### config.mk
export PLATFORM = sky130hd
export DESIGN_NAME = hmkrp_packer
export DESIGN_NICKNAME = d
export VERILOG_FILES = /design/src/design/hmkrp_pkg.sv /design/src/design/hmkrp_packer.sv /design/src/design/hmkrp_accum.sv
export SDC_FILE = /design/constraint.sdc
export NUM_CORES = 1
export LEC_CHECK = 0
export ABC_AREA = 1
export BUFFER_PORTS_ARGS = -buffer_cell sky130_fd_sc_hd__buf_2
export CELL_PAD_IN_SITES_DETAIL_PLACEMENT = 2
export CELL_PAD_IN_SITES_GLOBAL_PLACEMENT = 2
export CORE_MARGIN = 4
export CORE_UTILIZATION = 30
export CTS_CLUSTER_DIAMETER = 200
export DETAILED_ROUTE_END_ITERATION = 8
export PLACE_DENSITY_LB_ADDON = 0.1
export SYNTH_ARGS = -nofsm -noshare
export SYNTH_HDL_FRONTEND = slang
export SYNTH_SLANG_ARGS = --single-unit
### constraint.sdc
create_clock -name i_sys_clk -period 6.3 [get_ports i_sys_clk]
set_clock_uncertainty 0.15 [all_clocks]
set_input_delay 0.315 -clock i_sys_clk [delete_from_list [all_inputs] [get_ports i_sys_clk]]
set_output_delay 0.315 -clock i_sys_clk [all_outputs]
set_load 0.005 [all_outputs]
### src/design/hmkrp_pkg.sv
package hmkrp_pkg;
	// ==========================================
	// report identifiers and lengths
	localparam logic [7:0] MOUSE_REPORT_ID = 8'h01;
	localparam logic [7:0] KEY_REPORT_ID = 8'h02;
	localparam logic [2:0] MOUSE_LEN_NO_TILT = 3'h6;
	localparam logic [2:0] MOUSE_LEN_TILT = 3'h7;
	localparam logic [2:0] KEY_LEN_ONE_SET = 3'h4;
	localparam logic [2:0] KEY_LEN_TWO_SETS = 3'h5;
	localparam logic [2:0] LAST_BYTE_IDX = 3'h6;
	// ==========================================
	// field positions in the mouse button byte
	localparam int LEFT_BUTTON_POS = 0;
	localparam int RIGHT_BUTTON_POS = 1;
	localparam int MIDDLE_BUTTON_POS = 2;
	localparam int BACK_BUTTON_POS = 3;
	// ==========================================
	// reset values
	localparam logic [11:0] MOTION_RESET = 12'h000;
	localparam logic [7:0] WHEEL_RESET = 8'h00;
	localparam logic [7:0] BYTE_RESET = 8'h00;
	localparam logic [7:0] RESERVED_BYTE = 8'h00;

	typedef enum logic [1:0] {
		HMKRP_IDLE = 2'b00,
		HMKRP_MOUSE = 2'b01,
		HMKRP_KEY = 2'b10
	} hmkrp_state_e;

	typedef struct packed {
		logic left_button;
		logic right_button;
		logic middle_button;
		logic back_button;
	} hmkrp_buttons_s;

	typedef struct packed {
		logic [11:0] dx;
		logic [11:0] dy;
		logic [7:0] dz;
		logic [7:0] horizontal_scroll_count;
	} hmkrp_motion_s;

	typedef struct packed {
		logic [7:0] modifiers;
		logic [7:0] first_key_set;
		logic [7:0] second_key_set;
	} hmkrp_keys_s;
endpackage

### src/design/hmkrp_packer.sv
`timescale 1ns/1ns
// How it works
// - mouse report starts with identifier byte 1, before the button byte.
// - key report starts with identifier byte 2, before the modifier byte.
// - three-button mode: left, right, middle at bits 0..2; bits 3..7 zero.
// - four-button mode adds back button at bit 3; bits 4..7 zero.
// - 12-bit X: low byte in byte 3, high nibble in byte 4 bits 3..0.
// - 12-bit Y: low nibble in byte 4 bits 7..4, high byte in byte 5.
// - vertical wheel count fills byte 6 of mouse report.
// - with tilt enabled a seventh byte holds horizontal scroll count.
// - modifier byte: right GUI/Alt/Shift/Ctrl then left GUI/Alt/Shift/Ctrl.
// - third key report byte is all zero.
// - first key code in fourth byte of key report.
// - with second key set, second key code in fifth byte.
module hmkrp_packer (
	input wire logic i_sys_clk,
	input wire logic i_rst_n,
	input wire logic i_four_buttons,
	input wire logic i_tilt_enable,
	input wire logic i_second_key_set,
	input wire hmkrp_pkg::hmkrp_buttons_s i_buttons,
	input wire logic i_motion_valid,
	input wire hmkrp_pkg::hmkrp_motion_s i_motion,
	input wire logic i_key_valid,
	input wire hmkrp_pkg::hmkrp_keys_s i_keys,
	output logic o_valid,
	output logic [7:0] o_data,
	output logic o_last,
	input wire logic i_ready
);
	// ==========================================
	// pin synchronisers for configuration straps and buttons
	// straps and buttons are pin levels: two flops before any logic reads them
	logic [6:0] sync1_q;
	logic [6:0] sync2_q;
	always_ff @(posedge i_sys_clk or negedge i_rst_n) begin
		if (!i_rst_n) begin
			sync1_q <= '0;
			sync2_q <= '0;
		end else begin
			sync1_q <= {i_four_buttons, i_tilt_enable, i_second_key_set, i_buttons};
			sync2_q <= sync1_q;
		end
	end
	logic four_buttons;
	logic tilt_en;
	logic second_set;
	hmkrp_pkg::hmkrp_buttons_s buttons;
	assign four_buttons = sync2_q[6];
	assign tilt_en = sync2_q[5];
	assign second_set = sync2_q[4];
	assign buttons = sync2_q[3:0];

	// ==========================================
	// report start, byte counter and last flag
	hmkrp_pkg::hmkrp_state_e state_q;
	logic [2:0] idx_q;
	logic [2:0] len;
	logic beat;
	logic start_mouse;
	logic start_key;
	logic mouse_pend_q;
	logic key_pend_q;
	assign beat = o_valid && i_ready;
	assign o_valid = (state_q != hmkrp_pkg::HMKRP_IDLE);
	// a pending mouse report goes first; the key report waits for an idle cycle with no mouse report pending
	assign start_mouse = (state_q == hmkrp_pkg::HMKRP_IDLE) && mouse_pend_q;
	assign start_key = (state_q == hmkrp_pkg::HMKRP_IDLE) && !mouse_pend_q && key_pend_q;
	// report length follows the straps as seen through the synchronisers
	always_comb begin
		unique case (state_q)
			hmkrp_pkg::HMKRP_MOUSE: len = tilt_en ? hmkrp_pkg::MOUSE_LEN_TILT : hmkrp_pkg::MOUSE_LEN_NO_TILT;
			hmkrp_pkg::HMKRP_KEY: len = second_set ? hmkrp_pkg::KEY_LEN_TWO_SETS : hmkrp_pkg::KEY_LEN_ONE_SET;
			default: len = 3'h1;
		endcase
	end
	assign o_last = o_valid && (idx_q == len - 3'h1);

	// ==========================================
	// accumulators, cleared as their values are copied into a starting report
	logic signed [11:0] acc_x;
	logic signed [11:0] acc_y;
	logic signed [7:0] acc_z;
	logic signed [7:0] acc_t;
	hmkrp_accum #(.WIDTH(12)) u_acc_x (.i_sys_clk(i_sys_clk), .i_rst_n(i_rst_n), .i_add(i_motion_valid),
		.i_delta(i_motion.dx), .i_take(start_mouse), .o_value(acc_x));
	hmkrp_accum #(.WIDTH(12)) u_acc_y (.i_sys_clk(i_sys_clk), .i_rst_n(i_rst_n), .i_add(i_motion_valid),
		.i_delta(i_motion.dy), .i_take(start_mouse), .o_value(acc_y));
	hmkrp_accum #(.WIDTH(8)) u_acc_z (.i_sys_clk(i_sys_clk), .i_rst_n(i_rst_n), .i_add(i_motion_valid),
		.i_delta(i_motion.dz), .i_take(start_mouse), .o_value(acc_z));
	hmkrp_accum #(.WIDTH(8)) u_acc_t (.i_sys_clk(i_sys_clk), .i_rst_n(i_rst_n), .i_add(i_motion_valid),
		.i_delta(i_motion.horizontal_scroll_count), .i_take(start_mouse), .o_value(acc_t));

	// ==========================================
	// report contents frozen at report start, so bytes on offer never change
	// while motion or keys that arrive meanwhile wait for the next report
	hmkrp_pkg::hmkrp_motion_s motion_q;
	hmkrp_pkg::hmkrp_buttons_s sent_buttons_q;
	hmkrp_pkg::hmkrp_keys_s keys_q;
	hmkrp_pkg::hmkrp_keys_s sent_keys_q;

	always_ff @(posedge i_sys_clk or negedge i_rst_n) begin
		if (!i_rst_n) begin
			motion_q <= '0;
		end else if (start_mouse) begin
			motion_q <= {acc_x, acc_y, acc_z, acc_t};
		end
	end

	always_ff @(posedge i_sys_clk or negedge i_rst_n) begin
		if (!i_rst_n) begin
			sent_buttons_q <= '0;
		end else if (start_mouse) begin
			sent_buttons_q <= buttons;
		end
	end

	always_ff @(posedge i_sys_clk or negedge i_rst_n) begin
		if (!i_rst_n) begin
			keys_q <= '0;
		end else if (i_key_valid) begin
			keys_q <= i_keys;
		end
	end

	always_ff @(posedge i_sys_clk or negedge i_rst_n) begin
		if (!i_rst_n) begin
			sent_keys_q <= '0;
		end else if (start_key) begin
			sent_keys_q <= keys_q;
		end
	end

	// ==========================================
	// pending flags: a new event in the start cycle wins over the clear
	always_ff @(posedge i_sys_clk or negedge i_rst_n) begin
		if (!i_rst_n) begin
			mouse_pend_q <= 1'b0;
		end else if (i_motion_valid || (!start_mouse && (buttons != sent_buttons_q))) begin
			mouse_pend_q <= 1'b1;
		end else if (start_mouse) begin
			mouse_pend_q <= 1'b0;
		end
	end

	always_ff @(posedge i_sys_clk or negedge i_rst_n) begin
		if (!i_rst_n) begin
			key_pend_q <= 1'b0;
		end else if (i_key_valid) begin
			key_pend_q <= 1'b1;
		end else if (start_key) begin
			key_pend_q <= 1'b0;
		end
	end

	// ==========================================
	// report state and byte counter
	always_ff @(posedge i_sys_clk or negedge i_rst_n) begin
		if (!i_rst_n) begin
			state_q <= hmkrp_pkg::HMKRP_IDLE;
		end else begin
			unique case (state_q)
				hmkrp_pkg::HMKRP_IDLE: begin
					if (start_mouse) begin
						state_q <= hmkrp_pkg::HMKRP_MOUSE;
					end else if (start_key) begin
						state_q <= hmkrp_pkg::HMKRP_KEY;
					end
				end
				default: begin
					if (beat && o_last) begin
						state_q <= hmkrp_pkg::HMKRP_IDLE;
					end
				end
			endcase
		end
	end

	always_ff @(posedge i_sys_clk or negedge i_rst_n) begin
		if (!i_rst_n) begin
			idx_q <= '0;
		end else if (beat) begin
			idx_q <= o_last ? 3'h0 : idx_q + 3'h1;
		end
	end

	// ==========================================
	// byte mux
	logic [7:0] btn_byte;
	always_comb begin
		btn_byte = hmkrp_pkg::BYTE_RESET;
		btn_byte[hmkrp_pkg::LEFT_BUTTON_POS] = sent_buttons_q.left_button;
		btn_byte[hmkrp_pkg::RIGHT_BUTTON_POS] = sent_buttons_q.right_button;
		btn_byte[hmkrp_pkg::MIDDLE_BUTTON_POS] = sent_buttons_q.middle_button;
		btn_byte[hmkrp_pkg::BACK_BUTTON_POS] = four_buttons && sent_buttons_q.back_button;
	end

	// idle and unused byte slots read as zero
	always_comb begin
		o_data = hmkrp_pkg::BYTE_RESET;
		if (state_q == hmkrp_pkg::HMKRP_MOUSE) begin
			unique case (idx_q)
				3'h0: o_data = hmkrp_pkg::MOUSE_REPORT_ID;
				3'h1: o_data = btn_byte;
				3'h2: o_data = motion_q.dx[7:0];
				3'h3: o_data = {motion_q.dy[3:0], motion_q.dx[11:8]};
				3'h4: o_data = motion_q.dy[11:4];
				3'h5: o_data = motion_q.dz;
				hmkrp_pkg::LAST_BYTE_IDX: o_data = motion_q.horizontal_scroll_count;
				default: o_data = hmkrp_pkg::BYTE_RESET;
			endcase
		end else if (state_q == hmkrp_pkg::HMKRP_KEY) begin
			unique case (idx_q)
				3'h0: o_data = hmkrp_pkg::KEY_REPORT_ID;
				3'h1: o_data = sent_keys_q.modifiers;
				3'h2: o_data = hmkrp_pkg::RESERVED_BYTE;
				3'h3: o_data = sent_keys_q.first_key_set;
				3'h4: o_data = sent_keys_q.second_key_set;
				default: o_data = hmkrp_pkg::BYTE_RESET;
			endcase
		end
	end
endmodule

### src/design/hmkrp_accum.sv
`timescale 1ns/1ns
// saturating signed accumulator, cleared when its value is taken
module hmkrp_accum #(
	parameter int WIDTH = 12
) (
	input wire logic i_sys_clk,
	input wire logic i_rst_n,
	input wire logic i_add,
	input wire logic signed [WIDTH-1:0] i_delta,
	input wire logic i_take,
	output logic signed [WIDTH-1:0] o_value
);
	localparam logic signed [WIDTH:0] MAXV = (WIDTH+1)'((1 << (WIDTH-1)) - 1);
	localparam logic signed [WIDTH:0] MINV = -MAXV - (WIDTH+1)'(1);

	logic signed [WIDTH:0] sum;
	logic signed [WIDTH-1:0] base;

	// a delta landing in the take cycle starts the next report
	always_comb begin
		base = i_take ? '0 : o_value;
		sum = {base[WIDTH-1], base} + {i_delta[WIDTH-1], i_delta};
		if (!i_add) begin
			sum = {base[WIDTH-1], base};
		end
	end

	always_ff @(posedge i_sys_clk or negedge i_rst_n) begin
		if (!i_rst_n) begin
			o_value <= '0;
		end else if (sum > MAXV) begin
			o_value <= MAXV[WIDTH-1:0];
		end else if (sum < MINV) begin
			o_value <= MINV[WIDTH-1:0];
		end else begin
			o_value <= sum[WIDTH-1:0];
		end
	end
endmodule

==> results.md, run 1 <==
* Outcome: finished clean
* Synth cell types at 44
* Arrival time at the worst endpoint at 4280 ps
* Switching pwr at 2.60 mW
* Number of DRC markers after the initial detailed-route iteration at 285
* Initial antenna violation count at 0
* Setup-violating endpoint count in the final report at 0
* Fin crit period at 4130 ps
* Post-route setup TNS at 0 ps
* Remaining DRCs at 0
* # IOs at 86
* Power density over the cells at 521 nW/µm²
* Post-DRT Antenna Nets at 0
* Die span in y at 182 µm
* Final nets at 1384
* Global routing met1 resource utilization at 0.238
* Grt met3 use at 0.0200
* Final total power at 5.55 mW
* Routed Wire Length at 28000 µm
* Leakage power summed over all cells at 5.48 nW
* Part of the power in combinational logic at 0.526
* Syn Nets at 1287
* CTS H-tree lvls at 4
* Total clock buffers created by CTS at 17
* Max Freq at 0.242 GHz
* Met2 layer usage reported by global route at 0.291
* Final estimated routing congestion in global placement at 0.755
* Fraction of power consumed by the clock network at 0.177
* Overall die area at 33000 µm²
* Average size of a mapped cell at 7.73 µm²
* Synthesis-to-layout area growth at 17.6%
* Number of synthesis warnings at 0
* Overflow left after global routing at 0
* Final number of max-transition violations at 0
* Sequential cell area fraction in the yosys report at 0.423
* Via count at 7977
* Int Pwr at 2.95 mW
* Number of enable-type register cells in the synthesized netlist at 0
* Antenna cells at 0
* Layout fillers at 3460
* Port Buf Inserts at 85
* Final worst-path cycle share at 0.656
* Final routed wire length divided by cell count at 16.8 µm
* Share of cells above drive strength 1 at 0.159
* Resized cells post-CTS at 0
* Critical path required time at 6450 ps
* Post-CTS Setup Inserts at 0
* Highest ir drop seen on vdd at 0.000182 V
* Cell Rows at 63
* Via count of the first global-routing pass at 8777
* Clock latency on the worst-skew pair at 430 ps
* Global-route usage over all layers at 0.172
* Final HPWL DP at 21000 µm
* Top cell type's share of synthesized area at 0.423
* Total core area at 29700 µm²
* Global-route wire length before repair at 46600 µm
* Clock root cell: sky130_fd_sc_hd__clkbuf_16
* Most used flip-flop cell after synthesis: sky130_fd_sc_hd__dfrtp_1
* Width of the chip at 182 µm
* Transition time of the tightest slew-check pin at 854 ps
* # hold bufs at CTS at 30
* Clock tree from TritonCTS: done
* Clk slew on worst S/H paths at 60 ps
* Number of iterations in the first detailed-routing pass at 4
* Type of the worst setup path: reg2reg
* Maximum count of clock buffers along a single path at 2
* Cell Area, Synth at 9060 µm²
* Num Clock Sinks at 153
* Cell taking the most area after synthesis: sky130_fd_sc_hd__dfrtp_1
* Cells taking the most area after synthesis: sky130_fd_sc_hd__dfrtp_1 (42%), sky130_fd_sc_hd__nand2_1 (15%), sky130_fd_sc_hd__o21ai_0 (6.8%)
* Worst hold-check path type: in2reg
* Fraction of registers with async set or reset after synthesis at 1.00
* Critical Path Fanout Max at 27
* Routed vias/inst at 4.78
* Largest net degree at the start of global routing at 90
* Synthesized instance count at 1172
* Unrepaired setup endpoints after global routing: false
* Yosys reg bits at 153
* Category of the worst setup path launch point: register
* Number of violations of the max-capacitance limit at 0
* Final hold violation count at 0
* Type of element capturing the critical path: register
* Sw frac at 0.468
* Initial Utilization at 0.305
* Power share of the sequential group at 0.297
* Relative max-transition margin at 0.430
* Post-Route Hold Slack at 8.00 ps
* Most Crowded Layer GR: met2
metal layers:
layer	share of wire	wire length (µm)
met1	0.49	13700
met2	0.48	13500
met3	0.020	570
met4	0.0085	237
met5	0	0
power groups by stage:
stage          Clock (mW)  Combinational [mW]  Sequential [mW]
6_report            0.982                2.92             1.65
5_1_grt              1.05                3.38             1.70
4_1_cts              1.00                3.00             1.66
3_5_place_dp            0                2.95             1.67
3_3_place_gp            0                2.86             1.66
2_1_floorplan           0                2.23             1.55
cells in the mapped netlist, types with 2 or more instances:
cell	number
sky130_fd_sc_hd__nand3_2	6
sky130_fd_sc_hd__ha_1	35
sky130_fd_sc_hd__nor2_4	3
sky130_fd_sc_hd__inv_1	129
sky130_fd_sc_hd__xnor2_1	10
sky130_fd_sc_hd__xor2_1	13
sky130_fd_sc_hd__o22ai_1	10
sky130_fd_sc_hd__fa_1	4
sky130_fd_sc_hd__clkinv_1	2
sky130_fd_sc_hd__buf_1	4
sky130_fd_sc_hd__buf_6	5
sky130_fd_sc_hd__o21bai_1	2
sky130_fd_sc_hd__nand3_1	64
sky130_fd_sc_hd__a221oi_1	5
sky130_fd_sc_hd__nor3_1	4
sky130_fd_sc_hd__nand2_4	16
sky130_fd_sc_hd__buf_2	7
sky130_fd_sc_hd__nand4_1	10
sky130_fd_sc_hd__nor2_2	6
sky130_fd_sc_hd__clkbuf_1	26
sky130_fd_sc_hd__nor2_1	47
sky130_fd_sc_hd__a21boi_0	3
sky130_fd_sc_hd__inv_2	2
sky130_fd_sc_hd__dfrtp_1	153
sky130_fd_sc_hd__o2111ai_1	2
sky130_fd_sc_hd__nand2_2	50
sky130_fd_sc_hd__a22o_1	10
sky130_fd_sc_hd__o211ai_1	10
sky130_fd_sc_hd__o21ai_0	123
sky130_fd_sc_hd__nand2_1	351
sky130_fd_sc_hd__a21oi_1	47
worst max-delay path, cell delays in order, from the launching register on:
cell and delay [ps]:
sky130_fd_sc_hd__dfrtp_1 400, sky130_fd_sc_hd__inv_1 120, sky130_fd_sc_hd__ha_1 260, sky130_fd_sc_hd__nand2_4 70, sky130_fd_sc_hd__inv_1 580, sky130_fd_sc_hd__buf_4 430
sky130_fd_sc_hd__nor2_1 110, sky130_fd_sc_hd__ha_1 220, sky130_fd_sc_hd__fa_1 420, sky130_fd_sc_hd__nand3_1 90, sky130_fd_sc_hd__nand3_1 110, sky130_fd_sc_hd__nand2_1 80
sky130_fd_sc_hd__nand2_1 50, sky130_fd_sc_hd__a21oi_1 180, sky130_fd_sc_hd__nand2b_1 140, sky130_fd_sc_hd__a21oi_1 80, sky130_fd_sc_hd__nor2_1 130, sky130_fd_sc_hd__nand2_1 190
sky130_fd_sc_hd__nand2_1 110, sky130_fd_sc_hd__nand2_1 70
layout make-up:
cell class	count	area (µm²)	area share
Clock inverter	9	103	0.00963
Multi-Input combinational cell	842	4500	0.423
Sequential cell	153	3830	0.359
Inverter	133	499	0.0469
Clock buffer	20	447	0.0419
Tap cell	390	488	0.0458
Timing Repair Buffer	122	785	0.0737
placed cells by master, fill, tap and decap left out, types with 17 or more instances in the layout:
master,count
sky130_fd_sc_hd__ha_1,35
sky130_fd_sc_hd__nand2_2,50
sky130_fd_sc_hd__nand2_1,351
sky130_fd_sc_hd__clkbuf_16,17
sky130_fd_sc_hd__o21ai_0,123
sky130_fd_sc_hd__inv_1,129
sky130_fd_sc_hd__buf_2,84
sky130_fd_sc_hd__a21oi_1,47
sky130_fd_sc_hd__nor2_1,47
sky130_fd_sc_hd__dlygate4sd3_1,30
sky130_fd_sc_hd__dfrtp_1,153
sky130_fd_sc_hd__nand3_1,64
state kept, by name (all words and copies together) (netlist names):
name and count:
btn_byte 3, motion_q 40, sync1_q 7, idx_q 3, mouse_pend_q 1, key_pend_q 1
u_acc_x.o_value 12, state_q 2, u_acc_t.o_value 8, sent_keys_q 24, u_acc_y.o_value 12, sync2_q 7
keys_q 24, u_acc_z.o_value 8, sent_buttons_q 1
stage by stage:
stage	util	cell area [µm²]	setup WS, ps	cells
detailed placement	0.330	9800	2160	1610
finish	0.358	10700	2170	1669
floorplan	-	9060	2890	1172
CTS	0.358	10700	2140	1669
global placement	0.330	9800	2420	1610
global route	0.358	10700	1780	1669
path summary, 6_finish.rpt:
path | from | to | slack (ps) | cells after the start
min reg2reg | sync1_q[1] | sync2_q[1] | 200 | 0
min in group asynchronous | i_rst_n | sync1_q[6] | 400 | 2
min | i_keys[6] | keys_q[6] | 8 | 3
max | state_q[1] | u_acc_z.o_value[1] | 2170 | 19
max in group asynchronous | i_rst_n | motion_q[7] | 4210 | 3
max reg2reg | state_q[1] | u_acc_z.o_value[1] | 2170 | 19
logic make-up after synthesis:
family | count (synthesis) | synth area share
adders and majority gates | 39 | 0.0572
AOI/OAI and AO/OA | 221 | 0.138
and+or+nand+nor | 559 | 0.280
xor gates and xnor gates | 23 | 0.0222
DFF | 153 | 0.423
buffers and inverters | 177 | 0.0807
Note: power is estimated with default switching activity, not from simulation.
==> run 2: changes to the inputs <==
==> constraint.sdc (replaced) <==
create_clock -name i_sys_clk -period 3.7 [get_ports i_sys_clk]
set_clock_uncertainty 0.15 [all_clocks]
set_input_delay 0.185 -clock i_sys_clk [delete_from_list [all_inputs] [get_ports i_sys_clk]]
set_output_delay 0.185 -clock i_sys_clk [all_outputs]
set_load 0.005 [all_outputs]
==> run 2 against run 1 <==
Worst setup slack worse by 2000 ps. Cell count is 0.42% higher. Die area stayed put.
==> results.md, run 2 (same netlist as run 1, synthesis figures left out) <==
* Resized cells post-CTS at 0 (unchanged)
* Post-DRT Antenna Nets at 0 (unchanged)
* Total core area at 29700 µm² (unchanged)
* Highest ir drop seen on vdd at 0.000429 V (+140%)
* Critical path required time at 3830 ps (-2620 ps)
* Arrival time at the worst endpoint at 3640 ps (-640 ps)
* Unrepaired setup endpoints after global routing: true
* Number of DRC markers after the initial detailed-route iteration at 286 (+0.35%)
* Initial Utilization at 0.305 (unchanged)
* Transition time of the tightest slew-check pin at 936 ps (+81.8 ps)
* Via count of the first global-routing pass at 8767 (-0.11%)
* Number of violations of the max-capacitance limit at 0 (unchanged)
* Layout fillers at 3429 (-0.90%)
* Total clock buffers created by CTS at 17 (unchanged)
* Number of iterations in the first detailed-routing pass at 4 (unchanged)
* Relative max-transition margin at 0.376 (-0.0545)
* Sw frac at 0.461 (-0.00714)
* Leakage power summed over all cells at 5.54 nW (+1.0%)
* Routed Wire Length at 27900 µm (-0.43%)
* Power density over the cells at 889 nW/µm² (+71%)
* Clk slew on worst S/H paths at 70 ps (about the same)
* Largest net degree at the start of global routing at 123 (+37%)
* Routed vias/inst at 4.76 (-0.32%)
* Antenna cells at 0 (unchanged)
* Type of element capturing the critical path: register
* Commonest cells after routing, fill and taps aside: sky130_fd_sc_hd__nand2_1 (351), sky130_fd_sc_hd__dfrtp_1 (153), sky130_fd_sc_hd__inv_1 (129)
* Synthesis-to-layout area growth at 19.1%
* Flip-flop count of the largest register after layout at 40 (unchanged)
* Setup-violating endpoint count in the final report at 0 (unchanged)
* Post-route setup TNS at 0 ps (unchanged)
* Outcome: finished clean
* Worst setup slack after placement at 148 ps (-2010 ps)
* Part of the power in combinational logic at 0.520 (-0.006)
* Power share of the sequential group at 0.294 (-0.003)
* Max Freq at 0.285 GHz (+18%)
* Clock tree from TritonCTS: done
* Startpoint of the tightest hold check path: i_motion_valid
* Fraction of power consumed by the clock network at 0.186 (+0.009)
* Global-route wire length before repair at 46400 µm (-0.44%)
* Overall die area at 33000 µm² (unchanged)
* Switching pwr at 4.42 mW (+70%)
* Final HPWL DP at 20900 µm (-0.39%)
* Most frequent standard cell in the layout excluding fill and tap cells: sky130_fd_sc_hd__nand2_1
* Clock root cell: sky130_fd_sc_hd__clkbuf_16
* Via count at 7985 (+0.10%)
* Final worst-path cycle share at 0.948 (+0.292)
* Die span in y at 182 µm (unchanged)
* Initial antenna violation count at 0 (unchanged)
* Int Pwr at 5.17 mW (+75%)
* Cell Rows at 63 (unchanged)
* Largest regs: motion_q (40), keys_q (24), sent_keys_q (24)
* Type of the worst setup path: reg2reg
* Final nets at 1389 (+0.36%)
* Worst r2r src: state_q[0]
* Fin crit period at 3510 ps (-624 ps)
* Fin worst setup slack at 192 ps (-1980 ps)
* Global-route usage over all layers at 0.172 (+0.000262)
* Critical Path Fanout Max at 9 (-67%)
* # IOs at 86 (unchanged)
* Final hold violation count at 0 (unchanged)
* Worst hold-check path type: in2reg
* Most flops, register: motion_q
* Final estimated routing congestion in global placement at 0.767 (+1.6%)
* CTS H-tree lvls at 4 (unchanged)
* Maximum count of clock buffers along a single path at 2 (unchanged)
* Critical Path Source: state_q[0]
* Utilization after layout at 0.363 (+0.00463)
* Num Clock Sinks at 153 (unchanged)
* Share of cells above drive strength 1 at 0.163 (+0.00302)
* Width of the chip at 182 µm (unchanged)
* Final routed wire length divided by cell count at 16.6 µm (-0.85%)
* Remaining DRCs at 0 (unchanged)
* Overflow left after global routing at 0 (unchanged)
* Clock latency on the worst-skew pair at 430 ps (about the same)
* Post-Route Hold Slack at 21.1 ps (+13.1 ps)
* Final number of max-transition violations at 0 (unchanged)
* Port Buf Inserts at 85 (unchanged)
* Post-CTS Setup Inserts at 0 (unchanged)
* Category of the worst setup path launch point: register
-- run 2: path summary, 6_finish.rpt --
check	cells after the start	slack (ps)	to
min	3	20	u_acc_z.o_value[7]
min reg2reg	0	200	sync2_q[0]
min in group asynchronous	2	260	u_acc_t.o_value[3]
max reg2reg	17	190	u_acc_t.o_value[0]
max	17	190	u_acc_t.o_value[0]
max in group asynchronous	3	2280	keys_q[10]
-- run 2: layer usage --
layer	GRT usage	share of wire
met5	0	0
met4	0.0351	0.0082
met3	0.0184	0.018
met2	0.295	0.48
met1	0.236	0.49
-- run 2: final cells by class --
class                           count  area [µm²]  area share
Clock buffer                       20         457      0.0423
Clock inverter                     11         148      0.0137
Tap cell                          390         488      0.0452
Timing Repair Buffer              127         867      0.0804
Inverter                          133         499      0.0463
Sequential cell                   153        3830       0.355
Multi-Input combinational cell    842        4500       0.417
-- run 2: timing repair --
action                                 4_1_cts  5_1_grt
setup endpoints to repair                    0       36
hold buffers                                33        0
endpoints found under the hold margin      126        0
-- run 2: per-stage QoR --
step / cells / power (mW) / area (µm²)
after floorplan: 1172 / 6.43 / 9060
after global placement: 1612 / 7.73 / 9850
after detailed placement: 1612 / 7.89 / 9850
after CTS: 1676 / 9.78 / 10800
after global routing: 1676 / 10.6 / 10800
final: 1676 / 9.59 / 10800
-- run 2: power groups by stage --
stage	registers [mW]	clock network (mW)	logic, mW
final	2.82	1.78	4.98
after global routing	2.90	1.91	5.79
after CTS	2.83	1.83	5.12
after detailed placement	2.85	0	5.05
after global placement	2.82	0	4.91
after floorplan	2.63	0	3.79
-- run 2: worst max-delay path, stage by stage, from the launching register on --
cell                      delay [ps]
sky130_fd_sc_hd__dfrtp_1         380
sky130_fd_sc_hd__inv_1           110
sky130_fd_sc_hd__ha_1            250
sky130_fd_sc_hd__nand2_4          80
sky130_fd_sc_hd__inv_1           350
sky130_fd_sc_hd__nor2_1          130
sky130_fd_sc_hd__ha_1            240
sky130_fd_sc_hd__fa_1            410
sky130_fd_sc_hd__nand3_1         130
sky130_fd_sc_hd__nand2_1          70
sky130_fd_sc_hd__nand2_1          90
sky130_fd_sc_hd__nand2_1          60
sky130_fd_sc_hd__a21oi_1         190
sky130_fd_sc_hd__o21ai_0         140
sky130_fd_sc_hd__nand2_1         110
sky130_fd_sc_hd__nand3_1         240
sky130_fd_sc_hd__o21ai_0         150
sky130_fd_sc_hd__o21ai_0         100
==> run 3: changes to the inputs <==
--- a/config.mk
+++ b/config.mk
@@ -16,4 +16,5 @@
 export PLACE_DENSITY_LB_ADDON = 0.1
 export SYNTH_ARGS = -nofsm -noshare
 export SYNTH_HDL_FRONTEND = slang
+export SYNTH_HIERARCHICAL = 1
 export SYNTH_SLANG_ARGS = --single-unit
==> run 3 against run 2 <==
Sequential share of layout area down 1.5 points. Wire length up 11%. Global-route usage up 1.0 points. Register-to-register slack better by 170 ps. Flip-flop and latch count unchanged. Synthesized cell count up 14%. Worst setup slack better by 170 ps. Final area up 4.3%. Via count up 11%. Cell count up 11%. Critical path depth up 2. First-iteration DRC count up 18%. Critical path type unchanged. Largest power group unchanged.
==> results.md, run 3 <==
* Outcome: finished clean
* Type of the worst setup path: reg2reg
* Type of element capturing the critical path: register
* Arrival time at the worst endpoint at 3500 ps (-140 ps)
* Overflow left after global routing at 0 (unchanged)
* Fraction of registers with async set or reset after synthesis at 1.00 (unchanged)
* Sw frac at 0.496 (+0.0352)
* Highest ir drop seen on vdd at 0.000364 V (-15%)
* Setup slack, reg-to-reg at 370 ps (+170 ps)
* Cells taking the most area after synthesis: sky130_fd_sc_hd__dfrtp_1 (40%), sky130_fd_sc_hd__nand2_1 (21%), sky130_fd_sc_hd__inv_1 (6.2%)
* Most flops, register: motion_q
* Unrepaired setup endpoints after global routing: false
* Power share of the sequential group at 0.277 (-0.017)
* Total clock buffers created by CTS at 17 (unchanged)
* Commonest cells after routing, fill and taps aside: sky130_fd_sc_hd__nand2_1 (539), sky130_fd_sc_hd__inv_1 (156), sky130_fd_sc_hd__dfrtp_1 (153)
* Number of iterations in the first detailed-routing pass at 4 (unchanged)
* Post-Route Hold Slack at 43.6 ps (+22.5 ps)
* Synth cell types at 46 (+4.5%)
* Leakage power summed over all cells at 6.10 nW (+10%)
* Largest net degree at the start of global routing at 86 (-30%)
* Average size of a mapped cell at 7.13 µm² (-7.7%)
* Cell count after placement at 1801 (+12%)
* Global-route wire length before repair at 51900 µm (+12%)
* Overall die area at 34800 µm² (+5.3%)
* Total core area at 31500 µm² (+5.9%)
* Initial Utilization at 0.304 (-0.000956)
* Number of enable-type register cells in the synthesized netlist at 0 (unchanged)
* Most frequent standard cell in the layout excluding fill and tap cells: sky130_fd_sc_hd__nand2_1
* Routed Wire Length at 31000 µm (+11%)
* Cell Area, Synth at 9570 µm² (+5.6%)
* Setup-violating endpoint count in the final report at 0 (unchanged)
* Via count of the first global-routing pass at 9803 (+12%)
* Layout fillers at 3810 (+11%)
* Fin crit period at 3330 ps (-174 ps)
* Clk slew on worst S/H paths at 70 ps (about the same)
* Fraction of power consumed by the clock network at 0.166 (-0.020)
* Max Freq at 0.300 GHz (+5.2%)
* Clock latency on the worst-skew pair at 440 ps (about the same)
* Transition time of the tightest slew-check pin at 856 ps (-80.6 ps)
* Number of violations of the max-capacitance limit at 0 (unchanged)
* CTS H-tree lvls at 4 (unchanged)
* Post-route setup TNS at 0 ps (unchanged)
* Number of DRC markers after the initial detailed-route iteration at 338 (+18%)
* Number of synthesis warnings at 6 (+6)
* Relative max-transition margin at 0.430 (+0.0537)
* Final HPWL DP at 23700 µm (+13%)
* Synthesized instance count at 1341 (+14%)
* Cell with the most instances after synthesis: sky130_fd_sc_hd__nand2_1
* Share of cells above drive strength 1 at 0.150 (-0.0122)
* Critical Path Fanout Max at 17 (+8)
* Final nets at 1562 (+12%)
* Initial antenna violation count at 0 (unchanged)
* Port Buf Inserts at 85 (unchanged)
* Clock tree from TritonCTS: done
* Final routed wire length divided by cell count at 16.6 µm (-0.20%)
* Final hold violation count at 0 (unchanged)
* Width of the chip at 187 µm (+2.6%)
* Largest regs: motion_q (40), keys_q (24), sent_keys_q (24)
* Post-DRT Antenna Nets at 0 (unchanged)
* Die span in y at 187 µm (+2.6%)
* Maximum count of clock buffers along a single path at 2 (unchanged)
* Utilization after layout at 0.358 (-0.00535)
* Syn Nets at 1452 (+13%)
* Cell taking the most area after synthesis: sky130_fd_sc_hd__dfrtp_1
* Yosys reg bits at 153 (unchanged)
* Flip-flop count of the largest register after layout at 40 (unchanged)
* Via count at 8882 (+11%)
* Sequential cell area fraction in the yosys report at 0.400 (-0.0223)
* Synthesis-to-layout area growth at 17.7%
* Most frequent cells after synthesis: sky130_fd_sc_hd__nand2_1 (539), sky130_fd_sc_hd__inv_1 (157), sky130_fd_sc_hd__dfrtp_1 (153)
* Cell Rows at 65 (+3.2%)
* Switching pwr at 5.09 mW (+15%)
* Most used flip-flop cell after synthesis: sky130_fd_sc_hd__dfrtp_1
* Final number of max-transition violations at 0 (unchanged)
* Final instance count without filler cells at 1866 (+11%)
* # IOs at 86 (unchanged)
* Category of the worst setup path launch point: register
* Global-route usage over all layers at 0.182 (+0.0101)
* Remaining DRCs at 0 (unchanged)
* Post-CTS Setup Inserts at 0 (unchanged)
* Final worst-path cycle share at 0.901 (-0.0471)
* Routed vias/inst at 4.76 (about the same)
* Int Pwr at 5.17 mW (about the same)
* Final estimated routing congestion in global placement at 0.811 (+5.8%)
* Top cell type's share of synthesized area at 0.400 (-0.0223)
* Power density over the cells at 911 nW/µm² (+2.6%)
* Num Clock Sinks at 153 (unchanged)
* Clock root cell: sky130_fd_sc_hd__clkbuf_16
* Worst hold-check path type: in2reg
* Antenna cells at 0 (unchanged)
* Part of the power in combinational logic at 0.557 (+0.037)
* Critical path required time at 3870 ps (+40 ps)
run 3: cell types whose count changed after synthesis, moves of 11 or more:
cell,previous run,this run
sky130_fd_sc_hd__clkbuf_1,26,14
sky130_fd_sc_hd__nand2_4,16,1
sky130_fd_sc_hd__nand3_1,64,79
sky130_fd_sc_hd__nor2_1,47,69
sky130_fd_sc_hd__o21ai_0,123,84
sky130_fd_sc_hd__nand2_2,50,34
sky130_fd_sc_hd__nand3_2,6,17
sky130_fd_sc_hd__nand2_1,351,539
sky130_fd_sc_hd__inv_1,129,157
run 3: power groups by stage:
stage	Combinational (mW)	Sequential, mW	Clock (mW)
4_1_cts	5.82	2.87	1.75
5_1_grt	6.63	2.94	1.82
3_3_place_gp	5.52	2.86	0
6_report	5.71	2.84	1.70
3_5_place_dp	5.74	2.89	0
2_1_floorplan	4.32	2.67	0
run 3: layout make-up:
type / instances / area (µm²) / area share
Clock buffer: 18 / 429 / 0.0381
Tap cell: 402 / 503 / 0.0447
Clock inverter: 14 / 139 / 0.0123
Multi-Input combinational cell: 982 / 4850 / 0.431
Inverter: 168 / 651 / 0.0578
Sequential cell: 153 / 3830 / 0.340
Timing Repair Buffer: 129 / 857 / 0.0761
run 3: path summary, 6_finish.rpt:
path / start / endpoint / depth (start not counted)
min: i_motion[8] / u_acc_z/o_value[0] / 6
max reg2reg: state_q[1] / u_acc_y/o_value[10] / 19
min in group asynchronous: i_rst_n / sent_keys_q[18] / 2
max: state_q[1] / u_acc_y/o_value[10] / 19
max in group asynchronous: i_rst_n / u_acc_z/o_value[6] / 3
min reg2reg: sync1_q[0] / sync2_q[0] / 0
run 3: timing repair:
action                     CTS  global route
hold endpoints to repair   114             0
setup endpoints to repair    0            22
gates resized for setup      0             4
hold buffers                33             0
run 3: kinds of logic (layout without fill, tap and decap cells):
| logic type | after synthesis | count (layout) | share of synthesized area |
|---|---|---|---|
| flip-flops | 153 | 153 | 0.400 |
| adder cells (fa/ha/maj) | 35 | 35 | 0.0489 |
| AND/OR/NAND/NOR | 779 | 779 | 0.355 |
| buffers and inverters | 206 | 329 | 0.0948 |
| AO/OA/AOI/OAI | 155 | 155 | 0.0888 |
| XOR/XNOR | 13 | 13 | 0.0119 |
run 3: layer usage:
layer | GRT usage | vias up | share of wire
met3 | 0.0249 | 17 | 0.022
met2 | 0.319 | 79 | 0.50
li1 | - | 4410 | -
met1 | 0.243 | 4376 | 0.47
met5 | 0 | - | 0
met4 | 0.0341 | 0 | 0.0079
run 3: worst max-delay path: stages (launching register included):
cell and delay, ps:
sky130_fd_sc_hd__dfrtp_1 410, sky130_fd_sc_hd__inv_1 100, sky130_fd_sc_hd__ha_1 250, sky130_fd_sc_hd__nand2_2 90, sky130_fd_sc_hd__inv_2 100, sky130_fd_sc_hd__buf_4 280
sky130_fd_sc_hd__nor2_1 150, sky130_fd_sc_hd__ha_1 300, sky130_fd_sc_hd__nand2_1 70, sky130_fd_sc_hd__inv_1 40, sky130_fd_sc_hd__o21ai_0 140, sky130_fd_sc_hd__o21ai_1 160
sky130_fd_sc_hd__nand3_1 120, sky130_fd_sc_hd__nand3_1 110, sky130_fd_sc_hd__nand2_1 80, sky130_fd_sc_hd__nand2_1 60, sky130_fd_sc_hd__nor2_1 230, sky130_fd_sc_hd__nand3_4 210
sky130_fd_sc_hd__nand2_1 110, sky130_fd_sc_hd__nand2_1 50
run 3: stage by stage:
step / power (mW) / worst slack, ps / area [µm²]
3_5_place_dp: 8.63 / 195 / 10300
6_report: 10.3 / 367 / 11300
5_1_grt: 11.4 / 9.25 / 11300
2_1_floorplan: 6.99 / 545 / 9570
3_3_place_gp: 8.39 / 431 / 10300
4_1_cts: 10.4 / 179 / 11200
